===== config.mk =====
export PLATFORM = sky130hd
export DESIGN_NAME = qmc_cmix_top
export DESIGN_NICKNAME = d
export VERILOG_FILES = /design/src/core/qmc_pkg.sv /design/src/core/gain_offset_lane.sv /design/src/core/coarse_mixer.sv /design/src/core/qmc_cmix_top.sv
export VERILOG_INCLUDE_DIRS = /design/src /design/src/core
export SDC_FILE = /design/constraint.sdc
export NUM_CORES = 2
export LEC_CHECK = 0
export BUFFER_PORTS_ARGS = -buffer_cell sky130_fd_sc_hd__buf_2
export CELL_PAD_IN_SITES_DETAIL_PLACEMENT = 2
export CELL_PAD_IN_SITES_GLOBAL_PLACEMENT = 2
export CORE_ASPECT_RATIO = 1.5
export CORE_MARGIN = 2
export CORE_UTILIZATION = 36
export DETAILED_ROUTE_END_ITERATION = 12
export PLACE_DENSITY_LB_ADDON = 0.05
export SYNTH_ARGS = -nofsm -noshare
export SYNTH_HDL_FRONTEND = slang
export SYNTH_SLANG_ARGS = --single-unit

===== constraint.sdc =====
create_clock -name SYS_CLK -period 9.9 [get_ports SYS_CLK]
set_clock_uncertainty 0.15 [all_clocks]
set_input_delay 0.495 -clock SYS_CLK [delete_from_list [all_inputs] [get_ports SYS_CLK]]
set_output_delay 0.495 -clock SYS_CLK [all_outputs]
set_load 0.1 [all_outputs]

===== src/core/qmc_consts.svh =====
// Register indices, field positions, reset values and fixed-point constants
`ifndef QMC_CONSTS_SVH
`define QMC_CONSTS_SVH

// Register indices; byte address is four times the index
`define QMC_IDX_OFFSET_C 6'h0A
`define QMC_IDX_OFFSET_D 6'h0B
`define QMC_IDX_GAIN_A 6'h0C
`define QMC_IDX_MIX_GAIN_B 6'h0D
`define QMC_IDX_SYNC_CTRL 6'h1E
`define QMC_IDX_STATUS 6'h1F

// Field layout
`define QMC_OFFSET_MSB 12
`define QMC_GAIN_MSB 10
`define QMC_CMIX_MSB 15
`define QMC_CMIX_LSB 12
`define QMC_SYNC_EN_BIT 0
`define QMC_SYNC_LOAD_BIT 1
`define QMC_STAT_D_LSB 16
`define QMC_STAT_D_MSB 28

// Reset values
`define QMC_RST_OFFSET 13'h0000
`define QMC_RST_GAIN 11'h400
`define QMC_RST_CMIX 4'h0
`define QMC_RST_SYNC_EN 1'b1

// Datapath constants
`define QMC_DATA_W 16
`define QMC_GAIN_W 11
`define QMC_OFFSET_W 13
`define QMC_GAIN_FRAC 10
`define QMC_ROT45 17'h05A82
`define QMC_ROT45_FRAC 15
`define QMC_MIX_NEG_FS4 3'h6

`endif


===== src/core/qmc_pkg.sv =====
// Types for the register block of the correction and mixer datapath
package qmc_pkg;

    typedef enum logic [2:0] {
        SEL_NONE = 3'b000,
        SEL_OFFSET_C = 3'b001,
        SEL_OFFSET_D = 3'b010,
        SEL_GAIN_A = 3'b011,
        SEL_MIX_GAIN_B = 3'b100,
        SEL_SYNC_CTRL = 3'b101,
        SEL_STATUS = 3'b110
    } reg_sel_t;

    typedef logic [1:0] rot_quarter_t;

endpackage : qmc_pkg


===== src/core/gain_offset_lane.sv =====
// One channel of gain multiply, offset add and saturation
`timescale 1ns/1ps
`default_nettype none
`include "qmc_consts.svh"

module gain_offset_lane #(
    parameter int DW = `QMC_DATA_W,
    parameter int GW = `QMC_GAIN_W,
    parameter int OW = `QMC_OFFSET_W,
    parameter int FRAC = `QMC_GAIN_FRAC
) (
    input wire logic clk,
    input wire logic rst,
    input wire logic ce,
    input wire logic signed [DW-1:0] sample_in,
    input wire logic [GW-1:0] gain,
    input wire logic signed [OW-1:0] offset,
    output logic signed [DW-1:0] sample_out
);
    localparam int PW = DW + GW + 1;
    localparam logic signed [PW:0] MAXV = (PW+1)'((1 <<< (DW - 1)) - 1);
    localparam logic signed [PW:0] MINV = -MAXV - (PW+1)'(1);

    logic signed [PW-1:0] prod;
    logic signed [PW:0] sum;
    logic signed [DW-1:0] out_reg;
    logic signed [DW-1:0] out_next;

    ////////////////////////////////////////////////////////////////////////////
    always_comb begin
        // Gain is unsigned with one integer bit, so it gets a zero sign bit
        prod = sample_in * $signed({1'b0, gain});
        sum = (PW+1)'(prod >>> FRAC) + (PW+1)'(offset);
        if (sum > MAXV) begin
            out_next = DW'(MAXV);
        end else if (sum < MINV) begin
            out_next = DW'(MINV);
        end else begin
            out_next = DW'(sum);
        end
    end

    always_ff @(posedge clk) begin
        if (rst) begin
            out_reg <= '0;
        end else if (ce) begin
            out_reg <= out_next;
        end
    end

    assign sample_out = out_reg;

endmodule : gain_offset_lane
`default_nettype wire


===== src/core/coarse_mixer.sv =====
// Coarse complex mixer: rotation by multiples of Fs/8 on an I/Q pair
`timescale 1ns/1ps
`default_nettype none
`include "qmc_consts.svh"

module coarse_mixer #(
    parameter int DW = `QMC_DATA_W
) (
    input wire logic clk,
    input wire logic rst,
    input wire logic ce,
    input wire logic [3:0] mode,
    input wire logic signed [DW-1:0] i_in,
    input wire logic signed [DW-1:0] q_in,
    output logic signed [DW-1:0] i_out,
    output logic signed [DW-1:0] q_out
);
    localparam int RW = DW + 2;
    localparam logic signed [RW-1:0] MAXV = RW'((1 <<< (DW - 1)) - 1);
    localparam logic signed [RW-1:0] MINV = -MAXV - RW'(1);

    logic [2:0] phase_reg;
    logic [2:0] phase_next;
    logic [2:0] step;
    logic signed [DW:0] diff;
    logic signed [DW:0] summ;
    logic signed [2*DW+1:0] pd;
    logic signed [2*DW+1:0] ps;
    logic signed [RW-1:0] ri;
    logic signed [RW-1:0] rq;
    logic signed [RW-1:0] xi;
    logic signed [RW-1:0] xq;
    logic signed [DW-1:0] i_reg;
    logic signed [DW-1:0] q_reg;
    logic signed [DW-1:0] i_next;
    logic signed [DW-1:0] q_next;

    function automatic logic signed [DW-1:0] sat(input logic signed [RW-1:0] v);
        if (v > MAXV) begin
            sat = DW'(MAXV);
        end else if (v < MINV) begin
            sat = DW'(MINV);
        end else begin
            sat = DW'(v);
        end
    endfunction : sat

    ////////////////////////////////////////////////////////////////////////////
    always_comb begin
        // Selected mixers cascade: their shifts add modulo a full turn
        step = 3'(mode[3]) + {1'b0, mode[2], 1'b0} + {mode[1], 2'b00}
            + (mode[0] ? `QMC_MIX_NEG_FS4 : 3'h0);
        // No net shift holds phase at zero so the pair passes unchanged
        phase_next = (step == 3'h0) ? 3'h0 : phase_reg + step;
        diff = (DW+1)'(i_in) - (DW+1)'(q_in);
        summ = (DW+1)'(i_in) + (DW+1)'(q_in);
        pd = diff * $signed(`QMC_ROT45);
        ps = summ * $signed(`QMC_ROT45);
        if (phase_reg[0]) begin
            ri = RW'(pd >>> `QMC_ROT45_FRAC);
            rq = RW'(ps >>> `QMC_ROT45_FRAC);
        end else begin
            ri = RW'(i_in);
            rq = RW'(q_in);
        end
        unique case (phase_reg[2:1])
            2'b00: begin
                xi = ri;
                xq = rq;
            end
            2'b01: begin
                xi = -rq;
                xq = ri;
            end
            2'b10: begin
                xi = -ri;
                xq = -rq;
            end
            2'b11: begin
                xi = rq;
                xq = -ri;
            end
        endcase
        i_next = sat(xi);
        q_next = sat(xq);
    end

    always_ff @(posedge clk) begin
        if (rst) begin
            phase_reg <= 3'h0;
            i_reg <= '0;
            q_reg <= '0;
        end else if (ce) begin
            phase_reg <= phase_next;
            i_reg <= i_next;
            q_reg <= q_next;
        end
    end

    assign i_out = i_reg;
    assign q_out = q_reg;

endmodule : coarse_mixer
`default_nettype wire


===== src/core/qmc_cmix_top.sv =====
// Gain, offset and coarse mixer settings with the four-lane correction datapath
`timescale 1ns/1ps
`default_nettype none
`include "qmc_consts.svh"

module qmc_cmix_top #(
    parameter int DW = `QMC_DATA_W,
    parameter int AW = 8
) (
    input wire logic SYS_CLK,
    input wire logic RST,
    input wire logic CE,
    input wire logic PSEL,
    input wire logic PENABLE,
    input wire logic PWRITE,
    input wire logic [AW-1:0] PADDR,
    input wire logic [31:0] PWDATA,
    output logic [31:0] PRDATA,
    output logic PREADY,
    output logic PSLVERR,
    input wire logic signed [DW-1:0] SAMPLE_A_IN,
    input wire logic signed [DW-1:0] SAMPLE_B_IN,
    input wire logic signed [DW-1:0] SAMPLE_C_IN,
    input wire logic signed [DW-1:0] SAMPLE_D_IN,
    output logic signed [DW-1:0] SAMPLE_A_OUT,
    output logic signed [DW-1:0] SAMPLE_B_OUT,
    output logic signed [DW-1:0] SAMPLE_C_OUT,
    output logic signed [DW-1:0] SAMPLE_D_OUT
);
    localparam int OW = `QMC_OFFSET_W;
    localparam int GW = `QMC_GAIN_W;

    qmc_pkg::reg_sel_t sel;
    logic access;
    logic wr_en;
    logic rd_cap;
    logic sync_load;

    logic [OW-1:0] offset_word_ch_c_reg;
    logic [OW-1:0] offset_word_ch_c_next;
    logic [OW-1:0] offset_word_ch_d_reg;
    logic [OW-1:0] offset_word_ch_d_next;
    logic [GW-1:0] gain_word_ch_a_reg;
    logic [GW-1:0] gain_word_ch_a_next;
    logic [GW-1:0] gain_word_ch_b_reg;
    logic [GW-1:0] gain_word_ch_b_next;
    logic [3:0] cmix_mode_reg;
    logic [3:0] cmix_mode_next;
    logic sync_en_reg;
    logic sync_en_next;
    logic [OW-1:0] active_c_reg;
    logic [OW-1:0] active_c_next;
    logic [OW-1:0] active_d_reg;
    logic [OW-1:0] active_d_next;
    logic [31:0] prdata_reg;
    logic [31:0] prdata_next;
    logic [31:0] rd_mux;

    logic signed [DW-1:0] lane_in [4];
    logic [GW-1:0] lane_gain [4];
    logic signed [OW-1:0] lane_off [4];
    logic signed [DW-1:0] lane_out [4];

    ////////////////////////////////////////////////////////////////////////////
    // APB decode: zero wait states, so the access phase ends in its first
    // cycle unless the clock enable is holding the block frozen
    always_comb begin
        unique case (PADDR[AW-1:2])
            (AW-2)'(`QMC_IDX_OFFSET_C): sel = qmc_pkg::SEL_OFFSET_C;
            (AW-2)'(`QMC_IDX_OFFSET_D): sel = qmc_pkg::SEL_OFFSET_D;
            (AW-2)'(`QMC_IDX_GAIN_A): sel = qmc_pkg::SEL_GAIN_A;
            (AW-2)'(`QMC_IDX_MIX_GAIN_B): sel = qmc_pkg::SEL_MIX_GAIN_B;
            (AW-2)'(`QMC_IDX_SYNC_CTRL): sel = qmc_pkg::SEL_SYNC_CTRL;
            (AW-2)'(`QMC_IDX_STATUS): sel = qmc_pkg::SEL_STATUS;
            default: sel = qmc_pkg::SEL_NONE;
        endcase
        if (PADDR[1:0] != 2'h0) begin
            sel = qmc_pkg::SEL_NONE;
        end
    end

    assign PREADY = CE;
    assign access = PSEL && PENABLE && CE;
    assign wr_en = access && PWRITE;
    assign rd_cap = PSEL && CE;
    assign PSLVERR = PSEL && PENABLE && (sel == qmc_pkg::SEL_NONE);
    assign PRDATA = prdata_reg;

    ////////////////////////////////////////////////////////////////////////////
    // Read mux: only implemented field bits are stored, the rest read zero
    always_comb begin
        rd_mux = 32'h0;
        unique case (sel)
            qmc_pkg::SEL_OFFSET_C: rd_mux[`QMC_OFFSET_MSB:0] = offset_word_ch_c_reg;
            qmc_pkg::SEL_OFFSET_D: rd_mux[`QMC_OFFSET_MSB:0] = offset_word_ch_d_reg;
            qmc_pkg::SEL_GAIN_A: rd_mux[`QMC_GAIN_MSB:0] = gain_word_ch_a_reg;
            qmc_pkg::SEL_MIX_GAIN_B: begin
                rd_mux[`QMC_GAIN_MSB:0] = gain_word_ch_b_reg;
                rd_mux[`QMC_CMIX_MSB:`QMC_CMIX_LSB] = cmix_mode_reg;
            end
            qmc_pkg::SEL_SYNC_CTRL: rd_mux[`QMC_SYNC_EN_BIT] = sync_en_reg;
            qmc_pkg::SEL_STATUS: begin
                rd_mux[`QMC_OFFSET_MSB:0] = active_c_reg;
                rd_mux[`QMC_STAT_D_MSB:`QMC_STAT_D_LSB] = active_d_reg;
            end
            qmc_pkg::SEL_NONE: rd_mux = 32'h0;
        endcase
    end

    ////////////////////////////////////////////////////////////////////////////
    // Register file next state
    always_comb begin
        offset_word_ch_c_next = offset_word_ch_c_reg;
        offset_word_ch_d_next = offset_word_ch_d_reg;
        gain_word_ch_a_next = gain_word_ch_a_reg;
        gain_word_ch_b_next = gain_word_ch_b_reg;
        cmix_mode_next = cmix_mode_reg;
        sync_en_next = sync_en_reg;
        prdata_next = rd_cap ? rd_mux : prdata_reg;
        if (wr_en) begin
            unique case (sel)
                qmc_pkg::SEL_OFFSET_C:
                    offset_word_ch_c_next = PWDATA[`QMC_OFFSET_MSB:0];
                qmc_pkg::SEL_OFFSET_D:
                    offset_word_ch_d_next = PWDATA[`QMC_OFFSET_MSB:0];
                qmc_pkg::SEL_GAIN_A:
                    gain_word_ch_a_next = PWDATA[`QMC_GAIN_MSB:0];
                qmc_pkg::SEL_MIX_GAIN_B: begin
                    gain_word_ch_b_next = PWDATA[`QMC_GAIN_MSB:0];
                    cmix_mode_next = PWDATA[`QMC_CMIX_MSB:`QMC_CMIX_LSB];
                end
                qmc_pkg::SEL_SYNC_CTRL: sync_en_next = PWDATA[`QMC_SYNC_EN_BIT];
                qmc_pkg::SEL_STATUS: sync_en_next = sync_en_reg;
                qmc_pkg::SEL_NONE: sync_en_next = sync_en_reg;
            endcase
        end
    end

    ////////////////////////////////////////////////////////////////////////////
    // Active offsets: the pair only moves together on a C write, so the corrected lanes
    // see no new C with a stale D as long as D is written before C; a manual load
    // bit covers the case where auto-sync is switched off
    always_comb begin
        sync_load = 1'b0;
        active_c_next = active_c_reg;
        active_d_next = active_d_reg;
        if (wr_en && sel == qmc_pkg::SEL_OFFSET_C && sync_en_reg) begin
            sync_load = 1'b1;
            active_c_next = PWDATA[`QMC_OFFSET_MSB:0];
            active_d_next = offset_word_ch_d_reg;
        end else if (wr_en && sel == qmc_pkg::SEL_SYNC_CTRL && PWDATA[`QMC_SYNC_LOAD_BIT]) begin
            sync_load = 1'b1;
            active_c_next = offset_word_ch_c_reg;
            active_d_next = offset_word_ch_d_reg;
        end
        // A write to the D offset alone falls through here untouched
    end

    always_ff @(posedge SYS_CLK) begin
        if (RST) begin
            offset_word_ch_c_reg <= `QMC_RST_OFFSET;
            offset_word_ch_d_reg <= `QMC_RST_OFFSET;
            gain_word_ch_a_reg <= `QMC_RST_GAIN;
            gain_word_ch_b_reg <= `QMC_RST_GAIN;
            cmix_mode_reg <= `QMC_RST_CMIX;
            sync_en_reg <= `QMC_RST_SYNC_EN;
            active_c_reg <= `QMC_RST_OFFSET;
            active_d_reg <= `QMC_RST_OFFSET;
            prdata_reg <= 32'h0;
        end else if (CE) begin
            offset_word_ch_c_reg <= offset_word_ch_c_next;
            offset_word_ch_d_reg <= offset_word_ch_d_next;
            gain_word_ch_a_reg <= gain_word_ch_a_next;
            gain_word_ch_b_reg <= gain_word_ch_b_next;
            cmix_mode_reg <= cmix_mode_next;
            sync_en_reg <= sync_en_next;
            active_c_reg <= active_c_next;
            active_d_reg <= active_d_next;
            prdata_reg <= prdata_next;
        end
    end

    ////////////////////////////////////////////////////////////////////////////
    // Correction lanes: A and B carry gain, C and D carry offset; the gains
    // of C and D and the offsets of A and B live elsewhere and sit at
    // neutral values here
    always_comb begin
        lane_in[0] = SAMPLE_A_IN;
        lane_in[1] = SAMPLE_B_IN;
        lane_in[2] = SAMPLE_C_IN;
        lane_in[3] = SAMPLE_D_IN;
        lane_gain[0] = gain_word_ch_a_reg;
        lane_gain[1] = gain_word_ch_b_reg;
        lane_gain[2] = `QMC_RST_GAIN;
        lane_gain[3] = `QMC_RST_GAIN;
        lane_off[0] = $signed(`QMC_RST_OFFSET);
        lane_off[1] = $signed(`QMC_RST_OFFSET);
        lane_off[2] = $signed(active_c_reg);
        lane_off[3] = $signed(active_d_reg);
    end

    for (genvar g = 0; g < 4; g++) begin : g_lane
        gain_offset_lane #(
            .DW(DW),
            .GW(GW),
            .OW(OW),
            .FRAC(`QMC_GAIN_FRAC)
        ) u_lane (
            .clk(SYS_CLK),
            .rst(RST),
            .ce(CE),
            .sample_in(lane_in[g]),
            .gain(lane_gain[g]),
            .offset(lane_off[g]),
            .sample_out(lane_out[g])
        );
    end

    ////////////////////////////////////////////////////////////////////////////
    // Coarse mixers, one per I/Q pair, sharing the mode field
    coarse_mixer #(
        .DW(DW)
    ) u_mix_ab (
        .clk(SYS_CLK),
        .rst(RST),
        .ce(CE),
        .mode(cmix_mode_reg),
        .i_in(lane_out[0]),
        .q_in(lane_out[1]),
        .i_out(SAMPLE_A_OUT),
        .q_out(SAMPLE_B_OUT)
    );

    coarse_mixer #(
        .DW(DW)
    ) u_mix_cd (
        .clk(SYS_CLK),
        .rst(RST),
        .ce(CE),
        .mode(cmix_mode_reg),
        .i_in(lane_out[2]),
        .q_in(lane_out[3]),
        .i_out(SAMPLE_C_OUT),
        .q_out(SAMPLE_D_OUT)
    );
endmodule : qmc_cmix_top
`default_nettype wire


; Word level (Yosys, flattened, before mapping)
; Cells that the tools add are included.
[totals]
ff_bits = 242
latchBits = 0
ram_bits = 0
rom_bits = 0
input_bits = 110
mem_count = 0
[classes]
n_addsub = 15
mul = 6
n_div = 0
order_cmp = 16
n_eq_ne = 18
n_shift = 0
muxes = 39
bitwise = 0
reduce_logical = 22
[ops]
columns = cell, n
row1 = 18-bit one-hot mux with 4 select lines, 4
row2 = 16-bit two-way mux, 16
row3 = 17-bit by 15-bit multiplier with 32-bit output (second input constant), 4
row4 = 18-bit by 16-bit > comparator with 1-bit output (second input constant), 6
row5 = 18-bit by 16-bit < comparator with 1-bit output (second input constant), 6
row6 = 18-bit two-way mux, 4
row7 = 18-bit negation, 4
row8 = 13-bit two-way mux, 5
row9 = 29-bit by 16-bit > comparator with 1-bit output (second input constant), 2
row10 = 29-bit by 16-bit < comparator with 1-bit output (second input constant), 2
row11 = 16-bit by 12-bit multiplier with 28-bit output, 2
row12 = 10-bit one-hot mux with 5 select lines, 1
row13 = 16-bit by 13-bit adder with 17-bit output, 2
row14 = 16-bit by 16-bit adder with 17-bit output, 2
row15 = 16-bit by 16-bit subtractor with 17-bit output, 2
row16 = 6-bit by 4-bit == test with 1-bit output (second input constant), 4
row17 = 3-bit one-hot mux with 6 select lines, 1
row18 = 3-bit two-way mux, 5
row19 = 3-bit AND reduction, 5
row20 = 3-bit adder, 4
row21 = 6-bit by 5-bit == test with 1-bit output (second input constant), 2
row22 = 3-bit == test (second input constant), 3
row23 = 1-bit logical AND, 9
row24 = 2-bit == test (second input constant), 4
row25 = other kinds (11), 17

; Logic depth before layout (Yosys ltp)
[depth]
ltp_word = 8
depth_mapped = 41

; Modules after synthesis
; A second synthesis with hierarchy kept.
[unflattened]
hier_cells = 7506
area_unflattened_um2 = 63840.0
[by_module_without_submodules]
columns = module, n_inst, cells_each, area_each_um2, seq_area_each_um2
row1 = coarse_mixer (u_mix_ab), 1, 1727, 14047.2, 700.7
row2 = coarse_mixer (u_mix_cd), 1, 1611, 13589.3, 700.7
row3 = gain_offset_lane (g_lane[1].u_lane), 1, 902, 7836.3, 320.3
row4 = gain_offset_lane (g_lane[2].u_lane), 1, 911, 7803.7, 320.3
row5 = gain_offset_lane (g_lane[0].u_lane), 1, 895, 7782.5, 320.3
row6 = gain_offset_lane (g_lane[3].u_lane), 1, 909, 7778.7, 320.3
row7 = qmc_cmix_top, 1, 551, 5002.3, 2162.1

; Least setup slack after synthesis
; Ideal clock, no wire load.
[synth_path]
path_kind = register -> register
start = register g_lane[3].u_lane.out_reg[1]
end = register u_mix_cd.q_reg[4] (netlist: u_mix_cd.q_out[4])
setup_ns = 0.142
arrival_ns = 9.038
setup_slack_ns = 0.570
stages_incl_launch_ff = 39
synth_period_minus_slack_ns = 9.330
path_cell_list = dfxtp_1 -> inv_1 -> ha_1 -> nor2b_1 -> o21ai_0 -> a21boi_0 -> o21ai_0 -> a21boi_0 -> o21ai_0 -> a21boi_0 -> o21ai_0 -> a221oi_1 -> a21o_1 -> a21oi_1 -> xnor2_1 -> ha_1 -> inv_1 -> fa_1 -> [3 not listed] -> fa_1 -> ha_1 -> ha_1 -> clkbuf_1 -> a21oi_1 -> o21ai_0 -> nor4_1 -> a2111oi_2 -> o211a_1 -> a211oi_2 -> nand4bb_1 -> nand4b_1 -> a32oi_1 -> a2bb2oi_1 -> nand2_1 -> a21oi_4 -> buf_4 -> a211oi_1
[synth_via]
elab_chain_len = 8
elab_cells_between_ends = 13
classes_between = add/sub (4) / mul (2) / order compare (2) / mux (5)
[synth_lines]
columns = element, line_no
row1 = from (decl), gain_offset_lane.sv:26  ; logic signed [DW-1:0] out_reg;
row2 = from (signal assigned), gain_offset_lane.sv:47  ; out_reg <= out_next;
row3 = 16-bit by 16-bit subtractor with 17-bit output / 16-bit by 16-bit adder with 17-bit output (equally long branches), "coarse_mixer.sv:55, coarse_mixer.sv:56"
row4 = 17-bit by 15-bit multiplier with 32-bit output (on tied branches), "coarse_mixer.sv:57, coarse_mixer.sv:58"
row5 = 18-bit two-way mux, coarse_mixer.sv:59  ; if (phase_reg[0]) begin
row6 = 18-bit negation (on tied branches), "coarse_mixer.sv:81, coarse_mixer.sv:77"
row7 = 18-bit one-hot mux with 4 select lines *, coarse_mixer.sv:66  ; unique case (phase_reg[2:1])
row8 = 18-bit by 16-bit < comparator with 1-bit output, coarse_mixer.sv:41  ; end else if (v < MINV) begin
row9 = 16-bit two-way mux, coarse_mixer.sv:41
row10 = 16-bit two-way mux *, coarse_mixer.sv:39  ; if (v > MAXV) begin
row11 = to (signal assigned), coarse_mixer.sv:96  ; q_reg <= q_next;
row12 = to (decl), coarse_mixer.sv:34  ; logic signed [DW-1:0] q_reg;
; Mark *: on every way between the ends. The rest lies on a longest branch, timed or not.
; A chain may end at the register's enable or synchronous reset.

; Worst setup path after layout
[layout_path]
start = register g_lane[3].u_lane.out_reg[1]
end = register u_mix_cd.i_reg[1] (netlist: u_mix_cd.i_out[1])
[layout_via]
elab_chain_len = 8
elab_cells_between_ends = 13
classes_between = add/sub (4) / mul (2) / order compare (2) / mux (5)
[layout_lines]
columns = element, line_no
row1 = 16-bit by 16-bit subtractor with 17-bit output / 16-bit by 16-bit adder with 17-bit output (equally long branches), "coarse_mixer.sv:55, coarse_mixer.sv:56"
row2 = 17-bit by 15-bit multiplier with 32-bit output (on tied branches), "coarse_mixer.sv:57, coarse_mixer.sv:58"
row3 = 18-bit two-way mux, coarse_mixer.sv:59
row4 = 18-bit negation (on tied branches), "coarse_mixer.sv:76, coarse_mixer.sv:72"
row5 = 18-bit one-hot mux with 4 select lines *, coarse_mixer.sv:66
row6 = 18-bit by 16-bit < comparator with 1-bit output, coarse_mixer.sv:41
row7 = 16-bit two-way mux, coarse_mixer.sv:41
row8 = 16-bit two-way mux *, coarse_mixer.sv:39
row9 = to (signal assigned), coarse_mixer.sv:95  ; i_reg <= i_next;
row10 = to (decl), coarse_mixer.sv:33  ; logic signed [DW-1:0] i_reg;
; Marked as above.

==> summary.md <==
| Metric | Value |
|---|---|
| R2r startpoint | `g_lane[3].u_lane.sample_out[1]` |
| Hold Slack | `0.0431 ns` |
| Drt pass-1 iters | `5` |
| Slew Limit Fails | `0` |
| Ys async rst share | `0%` |
| # IOs | `208` |
| GR Layer Usage met2 | `58.2%` |
| Cts bufs inserted | `29` |
| Worst Hold Class | `primary input to register` |
| Status | `finished clean` |
| Fmax achieved | `0.104 GHz` |
| Synth Register Bits | `242` |
| CTS tree | `done` |
| H-tree Lvls | `1` |
| Filler cell count | `15100` |
| DRT iter0 DRCs | `1382` |
| GPL Wtd Cong | `0.942` |
| Arr. time, crit path | `9.91 ns` |
| Post-synthesis sequential area ratio | `10.0%` |
| Die H | `453 um` |
| Min-delay src | `PWDATA[7]` |
| WL/cell | `25.1 um` |
| Final Hold Viols | `0` |
| Final TNS setup | `0 ns` |
| Final setup violation count | `0` |
| Root buf cell | `clkbuf_16` |
| Worst Tran Pin Value | `1.40 ns` |
| Dpl ws | `-0.534 ns` |
| Ratio of cells with drive above 1 in the final layout | `14.8%` |
| Clk slew on worst S/H paths | `0.09 ns` |
| Num Clock Sinks | `242` |
| Die Footprint | `137000 um2` |
| Critical path class | `register to register` |
| GR Util met1 | `29.4%` |
| Yosys top cell by area | `fa_1` |
| Final worst setup slack | `0.309 ns` |
| CTS Buffer Depth | `3` |
| # DRC | `0` |
| Post-Route WL | `199 mm` |
| CP startpoint kind | `register` |
| Global-route usage over all layers | `29.1%` |
| Distinct cells, synth | `121` |
| Critical-path top delay cell | `fa_1` |
| Tcrit/Tclk final | `96.9%` |
| Syn Inst Count | `5757` |
| GRT overflow | `0` |
| Critical Path Max Stage Delay | `0.58 ns` |
| Die X | `303 um` |
| CP startpoint | `g_lane[3].u_lane.sample_out[1]` |
| Drt via density | `5.53` |
| Avg Cell Area, Syn | `8.40 um2` |
| Row count | `164` |
| Post-synth top area share | `23.7%` |
| Top cell by count, worst path | `buf_4` |
| Dpl hpwl | `168 mm` |
| Synth-to-layout area growth | `14.9%` |
| Core area | `133000 um2` |
| Via count | `43800` |
| Post-synth EDFFs | `0` |
| Vias in the first global route | `50300` |
| CP max FO | `8` |
| Number of flip-flops in the largest register | `64` |
| Syn Std Cell Area | `48400 um2` |
| First-pass GRT wire length | `304 mm` |
| Input/output buffers | `188` |
| Final Util | `41.7%` |
| Largest net degree at the start of global routing | `148` |
| GRT busiest layer | `met2` |
| Starting Density | `36.3%` |
| Crit path required time | `10.22 ns` |
| Final net count | `7517` |
| Setup crit end kind | `register` |
| Primary FF master, synth | `dfxtp_1` |
| Final Critical Period | `9.59 ns` |
| Worst-Skew Late Latency | `0.65 ns` |
| Rel. slew slack | `6.33%` |
| YS warnings | `0` |
| Max-Cap Viols | `0` |
| Synth area leaders | `fa_1 (24%), ha_1 (18%), dfxtp_1 (10%), inv_1 (6.2%), nand2_1 (4.8%)` |
| Detail Route Antenna Nets | `0` |
| Initial antenna violation count | `8` |
| Met3 usage | `2.28%` |
## area by class of cell
cell class                      instances  area, um2  share of cell area [%]
Antenna cell                            6       15.0                  0.0270
Clock buffer                           36        752                    1.35
Clock inverter                         16        191                   0.345
Inverter                              807       3030                    5.45
Multi-Input combinational cell       4424      40000                    72.1
Sequential cell                       242       4860                    8.74
Tap cell                             1743       2180                    3.93
Timing Repair Buffer                  648       4500                    8.09
## repair_timing
item,CTS,global route
pin swaps,3,41
buffers inserted,2,20
hold buffers,11,0
endpoints found under the hold margin,18,0
gates cloned,0,1
setup endpoints to repair,62,64
resized for setup,18,126
## cells in the mapped netlist (all sizes together), types with 24 or more instances
| master | n |
|---|---|
| inv | 805 |
| ha | 683 |
| nand2 | 613 |
| fa | 572 |
| nor2 | 415 |
| a21oi | 306 |
| clkbuf | 245 |
| dfxtp | 242 |
| and2 | 209 |
| o21ai | 141 |
| a211oi | 126 |
| xnor2 | 122 |
| nand3 | 91 |
| nor3 | 91 |
| xor2 | 87 |
| a21o | 74 |
| mux2i | 59 |
| o21a | 55 |
| o211ai | 47 |
| and3 | 45 |
| buf | 42 |
| a31oi | 41 |
| a221oi | 34 |
| nand2b | 34 |
| nor2b | 34 |
| nand4 | 32 |
| maj3 | 30 |
| o21bai | 30 |
| or3 | 30 |
| a22oi | 27 |
| or2 | 24 |
## kinds of logic after synthesis
kind of cell	after synthesis	share of synthesized area (%)
adders and majority gates	1285	42.0
DFF	242	10.0
other	1	0.00775
and+or+nand+nor	1702	16.7
AOI/OAI and AO/OA	1140	16.6
xor gates and xnor gates	209	3.79
muxes	84	2.23
buffers and inverters	1094	8.66
## through the flow
step           instance area [um2]  std cells
2_1_floorplan                48400       5759
3_3_place_gp                 53700       7830
3_5_place_dp                 53700       7830
4_1_cts                      54800       7895
5_1_grt                      55500       7920
6_report                     55600       7922
## worst paths after layout
| path | to | slack [ns] | cells after the start |
|---|---|---|---|
| max | u_mix_cd.i_out[1] | 0.31 | 39 |
| min | gain_word_ch_b_reg[7] | 0.04 | 3 |
| max reg2reg | u_mix_cd.i_out[1] | 0.31 | 39 |
| min reg2reg | PRDATA[17] | 0.30 | 2 |
## per-layer routing
| layer | wire (um) | vias up |
|---|---|---|
| li1 | - | 20200 |
| met1 | 71300 | 22700 |
| met2 | 111000 | 552 |
| met3 | 4480 | 343 |
| met4 | 11900 | 2 |
| met5 | 13 | - |
## worst max-delay path, delay by kind of cell (launching register included)
family / cells / cell delay (ns)
AOI/OAI and AO/OA: 14 / 2.69
xor gates and xnor gates: 1 / 0.18
adders and majority gates: 8 / 3.29
buffers and inverters: 8 / 1.01
DFF: 1 / 0.35
muxes: 2 / 0.74
and+or+nand+nor: 6 / 0.99
## layout by cell type, fill, tap and decap left out, types with 53 or more instances in the layout
master,instances
nand3_1,88
a211oi_1,109
fa_1,571
a21o_1,74
xnor2_1,110
inv_1,803
dfxtp_1,234
xor2_1,87
mux2i_1,57
buf_2,186
ha_1,673
a21oi_1,284
o21ai_0,109
o21a_1,53
nor2_1,412
nand2_1,613
nor3_1,84
buf_4,443
and2_1,206
Power is left out: the tool's default activity adds up to more than one toggle a clock period on the data nets, which glitch-free logic cannot reach.
